<file path="config.mk">
export PLATFORM = sky130hd
export DESIGN_NAME = event_count_pulse_interval_timer
export DESIGN_NICKNAME = d
export VERILOG_FILES = /design/src/event_timer_pkg.sv /design/src/timer_link_if.sv /design/src/input_conditioner.sv /design/src/count_prescaler.sv /design/src/event_count_pulse_interval_timer.sv
export SDC_FILE = /design/constraint.sdc
export NUM_CORES = 1
export LEC_CHECK = 0
export BUFFER_PORTS_ARGS = -buffer_cell sky130_fd_sc_hd__buf_2
export CORE_UTILIZATION = 50
export CTS_CLUSTER_DIAMETER = 80
export DETAILED_ROUTE_END_ITERATION = 6
export GPL_TIMING_DRIVEN = 0
export HOLD_SLACK_MARGIN = 0.02
export PLACE_DENSITY = 0.77
export SLEW_MARGIN = 20
export SYNTH_ARGS = -nofsm -noshare
export SYNTH_HDL_FRONTEND = slang
export SYNTH_SLANG_ARGS = --single-unit
</file>
<file path="constraint.sdc">
create_clock -name i_clk -period 3.3 [get_ports i_clk]
set_input_delay 0.165 -clock i_clk [delete_from_list [all_inputs] [get_ports i_clk]]
set_output_delay 0.165 -clock i_clk [all_outputs]
set_load 0.005 [all_outputs]
</file>
<file path="src/event_timer_pkg.sv">
package event_timer_pkg;
   // Register word addresses on the plain register port.
   localparam logic [7:0] ctrl_offset = 8'h00;
   localparam logic [7:0] mode_offset = 8'h04;
   localparam logic [7:0] trigger_offset = 8'h08;
   localparam logic [7:0] data_offset = 8'h0C;
   localparam logic [7:0] count_offset = 8'h10;
   localparam logic [7:0] status_offset = 8'h14;
   // Control register fields.
   localparam int unit_enable_pos = 0;
   localparam int filter_enable_pos = 1;
   localparam int output_enable_pos = 2;
   // Mode register fields.
   localparam int mode_capture_pos = 0;
   localparam int start_int_pos = 1;
   localparam int edge_sel_lsb = 2;
   localparam int trig_src_lsb = 4;
   localparam int clock_sel_lsb = 8;
   // Trigger register fields.
   localparam int start_trig_pos = 0;
   localparam int stop_trig_pos = 1;
   // Status register fields.
   localparam int overflow_pos = 0;
   localparam int enable_status_pos = 1;
   // Reset values and the count limit.
   localparam logic [15:0] count_reset = 16'h0000;
   localparam logic [15:0] data_reset = 16'h0000;
   localparam logic [15:0] count_max = 16'hFFFF;
   localparam logic [11:0] mode_reset = 12'h000;
   // Edge select encodings.
   localparam logic [1:0] edge_falling = 2'h0;
   localparam logic [1:0] edge_rising = 2'h1;
endpackage

</file>
<file path="src/timer_link_if.sv">
`timescale 1ns/1ps
// Signals shared between the channel core and its helper modules.
interface timer_link_if;
   logic clear;
   logic filter_enable;
   logic [1:0] edge_sel;
   logic edge_event;
   logic [3:0] clock_sel;
   logic count_tick;
   modport conditioner (input clear, input filter_enable, input edge_sel, output edge_event);
   modport prescaler (input clear, input clock_sel, output count_tick);
   modport core (output clear, output filter_enable, output edge_sel, input edge_event,
      output clock_sel, input count_tick);
endinterface

</file>
<file path="src/input_conditioner.sv">
`timescale 1ns/1ps
module input_conditioner
   import event_timer_pkg::*;
(
   input wire logic i_clk,
   input wire logic i_reset,
   input wire logic i_ce,
   input wire logic i_timer_input_pin,
   timer_link_if.conditioner link
);
   typedef struct packed {
      logic sync1;
      logic sync2;
      logic sync3;
      logic level;
      logic event_out;
   } cond_state_type;

   cond_state_type state_reg;
   cond_state_type state_next;

   // Synchronise, optionally filter, then detect the selected edge.
   always_comb begin
      state_next = state_reg;
      // Pin sampled on the operating clock.
      state_next.sync1 = i_timer_input_pin;
      state_next.sync2 = state_reg.sync1;
      state_next.sync3 = state_reg.sync2;
      if (!link.filter_enable || state_reg.sync2 == state_reg.sync3) begin
         state_next.level = state_reg.sync2;
      end
      case (link.edge_sel)
         edge_falling: state_next.event_out = state_reg.level & ~state_next.level;
         edge_rising: state_next.event_out = ~state_reg.level & state_next.level;
         default: state_next.event_out = state_reg.level ^ state_next.level;
      endcase
      if (link.clear) begin
         state_next = '0;
      end
   end

   // State register, frozen while the clock enable is low.
   always_ff @(posedge i_clk) begin
      if (i_reset) begin
         state_reg <= '0;
      end else if (i_ce) begin
         state_reg <= state_next;
      end
   end

   assign link.edge_event = state_reg.event_out;
endmodule

</file>
<file path="src/count_prescaler.sv">
`timescale 1ns/1ps
module count_prescaler
   import event_timer_pkg::*;
#(
   parameter int width = 16
)
(
   input wire logic i_clk,
   input wire logic i_reset,
   input wire logic i_ce,
   timer_link_if.prescaler link
);
   typedef struct packed {
      logic [width-1:0] div;
      logic tick;
   } presc_state_type;

   presc_state_type state_reg;
   presc_state_type state_next;
   logic [width-1:0] mask;

   // Tick once every two to the power of the selected divide.
   always_comb begin
      state_next = state_reg;
      mask = (width'(1) << link.clock_sel) - width'(1);
      state_next.div = state_reg.div + width'(1);
      state_next.tick = ((state_reg.div & mask) == mask);
      if (link.clear) begin
         state_next = '0;
      end
   end

   // State register, frozen while the clock enable is low.
   always_ff @(posedge i_clk) begin
      if (i_reset) begin
         state_reg <= '0;
      end else if (i_ce) begin
         state_reg <= state_next;
      end
   end

   assign link.count_tick = state_reg.tick;
endmodule

</file>
<file path="src/event_count_pulse_interval_timer.sv">
// The register offsets and the strobed register port were decided locally.
`timescale 1ns/1ps
module event_count_pulse_interval_timer
   import event_timer_pkg::*;
#(
   parameter int count_width = 16
)
(
   input wire logic i_clk,
   input wire logic i_reset,
   input wire logic i_ce,
   input wire logic [7:0] i_addr,
   input wire logic [31:0] i_wdata,
   input wire logic i_wr,
   input wire logic i_rd,
   input wire logic i_timer_input_pin,
   output logic [31:0] o_rdata,
   output logic o_channel_interrupt,
   output logic o_timer_output_pin
);
   typedef struct packed {
      logic unit_enable;
      logic filter_enable;
      logic output_enable;
      logic [11:0] mode;
      logic [count_width-1:0] data;
      logic [count_width-1:0] count;
      logic overflow_flag;
      logic overflow_pending;
      logic enable_status;
      logic clear_pending;
      logic irq;
      logic out_level;
      logic [31:0] rdata;
   } core_state_type;

   core_state_type state_reg;
   core_state_type state_next;
   logic wr_ctrl;
   logic wr_en;
   logic start_trig;
   logic stop_trig;
   logic capture_mode;

   timer_link_if link();

   input_conditioner u_cond (
      .i_clk(i_clk),
      .i_reset(i_reset),
      .i_ce(i_ce),
      .i_timer_input_pin(i_timer_input_pin),
      .link(link)
   );

   count_prescaler u_presc (
      .i_clk(i_clk),
      .i_reset(i_reset),
      .i_ce(i_ce),
      .link(link)
   );

   // Steering toward the helper modules; a disabled unit holds them clear.
   assign link.clear = ~state_reg.unit_enable;
   assign link.filter_enable = state_reg.filter_enable;
   assign link.edge_sel = state_reg.mode[edge_sel_lsb +: 2];
   assign link.clock_sel = state_reg.mode[clock_sel_lsb +: 4];

   // Writes other than control ignored when disabled.
   assign wr_ctrl = i_wr && i_addr == ctrl_offset;
   assign wr_en = i_wr && state_reg.unit_enable;
   assign start_trig = wr_en && i_addr == trigger_offset && i_wdata[start_trig_pos];
   assign stop_trig = wr_en && i_addr == trigger_offset && i_wdata[stop_trig_pos];
   assign capture_mode = state_reg.mode[mode_capture_pos];

   // Next-state logic for registers, counting and capture.
   always_comb begin
      state_next = state_reg;
      state_next.irq = 1'b0;
      if (wr_ctrl) begin
         state_next.unit_enable = i_wdata[unit_enable_pos];
         if (state_reg.unit_enable) begin
            state_next.filter_enable = i_wdata[filter_enable_pos];
            state_next.output_enable = i_wdata[output_enable_pos];
         end
      end
      if (wr_en && i_addr == mode_offset) begin
         state_next.mode = i_wdata[11:0];
      end
      // Data may be written at any time while the unit is enabled.
      if (wr_en && i_addr == data_offset) begin
         state_next.data = i_wdata[count_width-1:0];
      end
      if (!capture_mode) begin
         if (start_trig) begin
            state_next.count = state_next.data;
            state_next.enable_status = 1'b1;
            if (state_reg.mode[start_int_pos]) begin
               state_next.irq = 1'b1;
            end
         end else if (state_reg.enable_status && link.edge_event) begin
            if (state_reg.count == count_width'(0)) begin
               state_next.count = state_next.data;
               // Fires after data plus one edges.
               state_next.irq = 1'b1;
            end else begin
               state_next.count = state_reg.count - count_width'(1);
            end
         end
      end else begin
         if (start_trig && !state_reg.enable_status) begin
            state_next.enable_status = 1'b1;
            state_next.clear_pending = 1'b1;
            state_next.overflow_pending = 1'b0;
            state_next.irq = state_reg.mode[start_int_pos];
         end else if (state_reg.enable_status &&
               (link.edge_event || start_trig)) begin
            // Software start acts as capture edge.
            // Captured value plus flag give interval.
            state_next.data = state_reg.count;
            state_next.count = count_width'(0);
            state_next.irq = 1'b1;
            state_next.clear_pending = 1'b0;
            state_next.overflow_flag = state_reg.overflow_pending;
            state_next.overflow_pending = 1'b0;
         end else if (state_reg.enable_status && link.count_tick) begin
            if (state_reg.clear_pending) begin
               state_next.count = count_width'(0);
               state_next.clear_pending = 1'b0;
            end else begin
               state_next.count = state_reg.count + count_width'(1);
               if (state_reg.count == count_max[count_width-1:0]) begin
                  state_next.overflow_pending = 1'b1;
               end
            end
         end
      end
      // Stop halts, count and flag hold.
      if (stop_trig) begin
         state_next.enable_status = 1'b0;
         state_next.clear_pending = 1'b0;
         state_next.irq = 1'b0;
      end
      // Output pin toggles on every interrupt when enabled.
      if (state_next.irq && state_reg.output_enable) begin
         state_next.out_level = ~state_reg.out_level;
      end
      // Read data stand in the cycle after the strobe only.
      state_next.rdata = 32'h0000_0000;
      if (i_rd) begin
         case (i_addr)
            ctrl_offset: begin
               state_next.rdata[unit_enable_pos] = state_reg.unit_enable;
               state_next.rdata[filter_enable_pos] = state_reg.filter_enable;
               state_next.rdata[output_enable_pos] = state_reg.output_enable;
            end
            mode_offset: state_next.rdata[11:0] = state_reg.mode;
            data_offset: state_next.rdata[count_width-1:0] = state_reg.data;
            count_offset: state_next.rdata[count_width-1:0] = state_reg.count;
            status_offset: begin
               state_next.rdata[overflow_pos] = state_reg.overflow_flag;
               state_next.rdata[enable_status_pos] = state_reg.enable_status;
            end
            default: state_next.rdata = 32'h0000_0000;
         endcase
      end
      if (!state_next.unit_enable) begin
         state_next = '0;
         state_next.rdata = state_reg.unit_enable ? 32'h0000_0000 : state_next.rdata;
      end
   end

   // State register, frozen while the clock enable is low.
   always_ff @(posedge i_clk) begin
      if (i_reset) begin
         state_reg <= '0;
      end else if (i_ce) begin
         state_reg <= state_next;
      end
   end

   assign o_rdata = state_reg.rdata;
   assign o_channel_interrupt = state_reg.irq;
   assign o_timer_output_pin = state_reg.out_level;
endmodule

</file>
; ---- Yosys cells after proc, flatten, opt, wreduce, memory -nomap -nowiden
; Index checks and enable logic that the tools add are counted.
[op_classes]
n_addsub = 4
eq_ne = 26
shifts = 1
muxes = 46
bitwise_logic = 7
n_reduce_logical = 27
[op_table]
columns = operator, n
row1 = $mux 16, 11
row2 = $mux 85, 1
row3 = $mux 33, 1
row4 = $add 16x1->16 const B, 2
row5 = $ne 4x4->1 const B, 7
row6 = $pmux 9 s3, 1
row7 = $mux 1, 20
row8 = $mux 17, 1
row9 = $and 16x16->16, 1
row10 = $eq 16x16->1, 1
row11 = $eq 16x16->1 const B, 1
row12 = $eq 8x4->1 const B, 2
row13 = $eq 8x5->1 const B, 2
row14 = $logic_not 16->1, 1
row15 = $shl 1x4->16 const A, 1
row16 = $sub 16x1->16 const B, 1
row17 = $sub 16x2->16 const B, 1
row18 = $ne 2x2->1 const B, 7
row19 = $logic_and 1x1->1, 12
row20 = $mux 12, 1
row21 = $pmux 2 s5, 1
row22 = $reduce_and 3->1, 3
row23 = $eq 8x3->1 const B, 1
row24 = $logic_not 8->1, 1
row25 = 19 further kinds, 30
[word_totals]
register_bits = 107
inputBits = 46
elab_cells = 131

; ---- Longest topological paths before layout
[logic_depth]
ltp_word = 12
depth_mapped = 11

; ---- By module
; A second synthesis with hierarchy kept.
[hier_totals]
hier_cells = 750
area_unflattened_um2 = 5999.5
[by_module_without_submodules]
columns = module, n_inst, cells_each, area_per_inst_um2, seq_area_each_um2
row1 = event_count_pulse_interval_timer, 1, 596, 4688.2, 1381.3
row2 = count_prescaler, 1, 122, 1003.5, 320.3
row3 = input_conditioner, 1, 32, 307.8, 100.1

; ---- Least setup slack after synthesis
; No wires, ideal clock.
[synth_timing]
kind = register to register
start = register state_reg, in the netlist link.clock_sel[1]
end = register u_presc.state_reg, in the netlist u_presc.link.count_tick
setup_time_ns = 0.070
arrival_time_ns = 2.372
slack_ns = 0.857
stages_incl_launch_ff = 11
n_path_buf = 3
synth_period_minus_slack_ns = 2.443
path_cell_list = dfxtp_1 -> clkbuf_1 -> clkbuf_1 -> nand3b_1 -> ha_1 -> clkbuf_1 -> xnor2_1 -> o22a_1 -> o2111ai_1 -> or4_1 -> a21oi_1
[synth_via]
elab_chain_len = 5
[synth_rtl]
columns = item, line
row1 = "start, declared", event_count_pulse_interval_timer.sv:37  ; core_state_type state_reg;
row2 = "start signal, assigned", event_count_pulse_interval_timer.sv:177  ; state_reg <= state_next;
row3 = $shl 1x4->16 (*), count_prescaler.sv:25  ; mask = (width'(1) << link.clock_sel) - width'(1);
row4 = $sub 16x2->16 (*), count_prescaler.sv:25
row5 = $and 16x16->16, count_prescaler.sv:27  ; state_next.tick = ((state_reg.div & mask) == mask);
row6 = $eq 16x16->1 (*), count_prescaler.sv:27
row7 = $mux 17 (*), count_prescaler.sv:28  ; if (link.clear) begin
row8 = "end signal, assigned", count_prescaler.sv:38  ; state_reg <= state_next;
row9 = "end, declared", count_prescaler.sv:18  ; presc_state_type state_reg;
; Mark *: on every way between the ends. The rest lies on a longest branch, timed or not.
; A chain may end at the register's enable or synchronous reset.

; ---- Final worst setup path
[layout_timing]
start = register state_reg[38] (netlist name)
end = register state_reg[41] (netlist name)
[layout_via]
elab_chain_len = 7
word_cells_on_any_way = 12
cone_classes = add/sub: 2 / mux: 9 / reduce/logical: 1
[layout_rtl]
columns = item, line
row1 = $add 16x1->16, event_count_pulse_interval_timer.sv:130  ; state_next.count = state_reg.count + count_width'(1);
row2 = $mux 16, event_count_pulse_interval_timer.sv:126  ; if (state_reg.clear_pending) begin
row3 = $mux 16, event_count_pulse_interval_timer.sv:125  ; end else if (state_reg.enable_status && link.count_tick) begin
row4 = $mux 16, event_count_pulse_interval_timer.sv:115  ; end else if (state_reg.enable_status &&
row5 = $mux 33, event_count_pulse_interval_timer.sv:110  ; if (start_trig && !state_reg.enable_status) begin
row6 = $mux 16 (*), event_count_pulse_interval_timer.sv:93  ; if (!capture_mode) begin
row7 = $mux 85 (*), event_count_pulse_interval_timer.sv:166  ; if (!state_next.unit_enable) begin
; Mark *: on every way between the ends. The rest lies on a longest branch, timed or not. The select of a mux whose other input is x is not followed.

==> metrics.yaml <==
crit_required_ns: 3.56
routed_wl_mm: 18.1
synthFlopType: "dfxtp_1"
drcViolationCount: 0
yosys-top-cells-count: "nand2_1 (102), dfxtp_1 (90), nor2_1 (59)"
grt_pass1_vias: 5512
drt_pass1_iterations: 5
core_sq_mm: 0.0110
layoutNonFillerInstCount: 949
min_from: "i_timer_input_pin"
crit_path_start_kind: "register"
grt_use_total_pct: 31.4
synth.distinct_cells: 74
synth-seq-area-share_pct: 31.5
crit_path_max_fanout: 10
ys_warn_count: 0
placed_area_sq_mm: 0.00618
netlist_instances: 732
cts_made_buffers: 9
period_share_pct: 92.8
dp_hpwl_mm: 13.4
power_density_mw_per_mm2: 410
final-hold-violation-count: 0
area_growth_pct: 13.6
fmax_mhz: 326
endpoint_kind: "register"
cts.path.max_buffers: 2
post-synth-top-count-cell: "nand2_1"
htreeDepth: 3
crit_start: "state_reg[38]$_SDFFE_PP0P_"
synthTopCellsByArea: "dfxtp_1 (32%), nand2_1 (6.7%), a21oi_1 (4.4%)"
io_buffers: 46
max-cap-violations: 0
hp-class: "in -> reg"
fin_crit_ns: 3.06
fin_nets: 856
grt_max_degree: 17
ir_drop_v: 0.000322
tritoncts: "built"
synth-async-reset-ratio_pct: 0
hold_buffers: 0
fp.dieW_um: 109
numClockSinks: 90
cts_setup_buffers: 0
finalSetupViolCount: 0
synth_edf_count: 0
ys_ff_latch: 90
drt_iter0_drc: 798
start_util_pct: 52.1
slew_viol_final: 0
r2r_cells: 10
std_cell_rows: 38
place_congestion: 0.937
drive_above_1_share_pct: 15.9
tightest_slew_ns: 0.883
final_util_pct: 59.1
pin_count: 80
whs_path_depth: 3
largest_reg_flops: 43
timing.slew.headroom_pct: 40.6
nFillCells: 1043
post_drt_via_cell_ratio: 6.32
antenna_found_initial: 0
p_leak_nw: 2.59
reg2reg_from: "state_reg[38]$_SDFFE_PP0P_"
wl_per_cell_um: 19.1
cts_resized: 0
vias: 5996
dieArea_sq_mm: 0.0119
worstSetupPathType: "reg -> reg"
numPlacedInstances: 933
fin_area_sq_mm: 0.00649
fin_ws_ns: 0.237
worstPathArrival_ns: 3.33
postRouteAntennaNets: 0
die_y_um: 109
pre_cts_slack_ns: 0.395
synth.top_cell.area_share_pct: 31.5
outcome: "finished, final reports clean"
synth_area_sq_mm: 0.00572
yosys.area.top_type: "dfxtp_1"
grt_pass1_wl_mm: 28.3
clkTransAtPathRegs_ns: 0.07
rsz0062_at_grt: "false"
clk_latency_ns: 0.36
cts_root_buf: "clkbuf_16"
tns_ns: 0
syn_avg_cell_area_sq_um: 7.81
skew_ns: 0.00563
n_antenna_cell: 0
grt_overflow_total: 0
logic make-up after synthesis:
logic type / after synthesis / synth area share, %
adders and majority gates: 6 / 1.31
and+or+nand+nor: 281 / 24.0
buffers and inverters: 112 / 10.3
AOI/OAI and AO/OA: 199 / 25.7
muxes: 20 / 3.50
other: 1 / 0.0656
xor gates and xnor gates: 23 / 3.52
DFF: 90 / 31.5
final cells by class:
| class | instances | area [sq um] | share of cell area, % |
|---|---|---|---|
| Clock buffer | 10 | 239 | 3.68 |
| Buffer | 86 | 492 | 7.57 |
| Multi-Input combinational cell | 545 | 3380 | 52.1 |
| Sequential cell | 90 | 1800 | 27.8 |
| Timing Repair Buffer | 46 | 230 | 3.55 |
| Tap cell | 140 | 175 | 2.70 |
| Inverter | 26 | 97.6 | 1.50 |
| Clock inverter | 6 | 75.1 | 1.16 |
stage by stage:
| stage | hold WS, ns | power [mW] |
|---|---|---|
| finish | 0.0858 | 2.66 |
| global route | 0.108 | 2.74 |
| CTS | 0.0835 | 2.65 |
| detailed placement | 0.449 | 1.56 |
| global placement | 0.437 | 1.57 |
| floorplan | 0.326 | 1.43 |
power by group:
part           leakage [nW]  switching [mW]  internal (mW)
Combinational          1.71           0.297          0.153
Sequential            0.726          0.0115           1.10
Clock                 0.151           0.487          0.617
Total                  2.59           0.795           1.87
critical path, cell delays in order, from the launching register on:
cell and delay (ns):
dfxtp_1 0.31, clkbuf_1 0.22, inv_1 0.14, ha_1 0.20, nor4b_2 0.62, nand4_1 0.38
and2_1 0.36, clkbuf_1 0.29, nand3_1 0.15, a31oi_1 0.12, o32ai_2 0.16
worst paths after layout:
check | endpoint | slack, ns
worst max register to register | state_reg[41]$_SDFFE_PP0P_ | 0.24
worst max-delay path | state_reg[41]$_SDFFE_PP0P_ | 0.24
worst min-delay path | u_cond.state_reg[4]$_SDFFE_PP0P_ | 0.09
worst min register to register | o_rdata[3]$_SDFFE_PP0P_ | 0.46
routing by layer:
layer	share of wire (%)	GRT usage, %
met5	0	0
met4	3.6	13.2
met3	10	7.89
met2	46	50.2
met1	41	39.9
layout by cell type (no fill, tap or decap), drive strengths merged, types with 15 or more instances in the layout:
cell,synthesis,layout
nand2,102,102
buf,47,93
dfxtp,90,90
nor2,60,60
a21oi,50,50
clkbuf,39,49
inv,26,27
o21ai,23,23
nand3,22,22
nor3,22,22
mux2i,20,20
a22oi,20,20
o211ai,19,19
a31oi,17,17
conb,1,16
xnor2,15,15
nand4,15,15
Note: power is estimated with default switching activity, not from simulation.
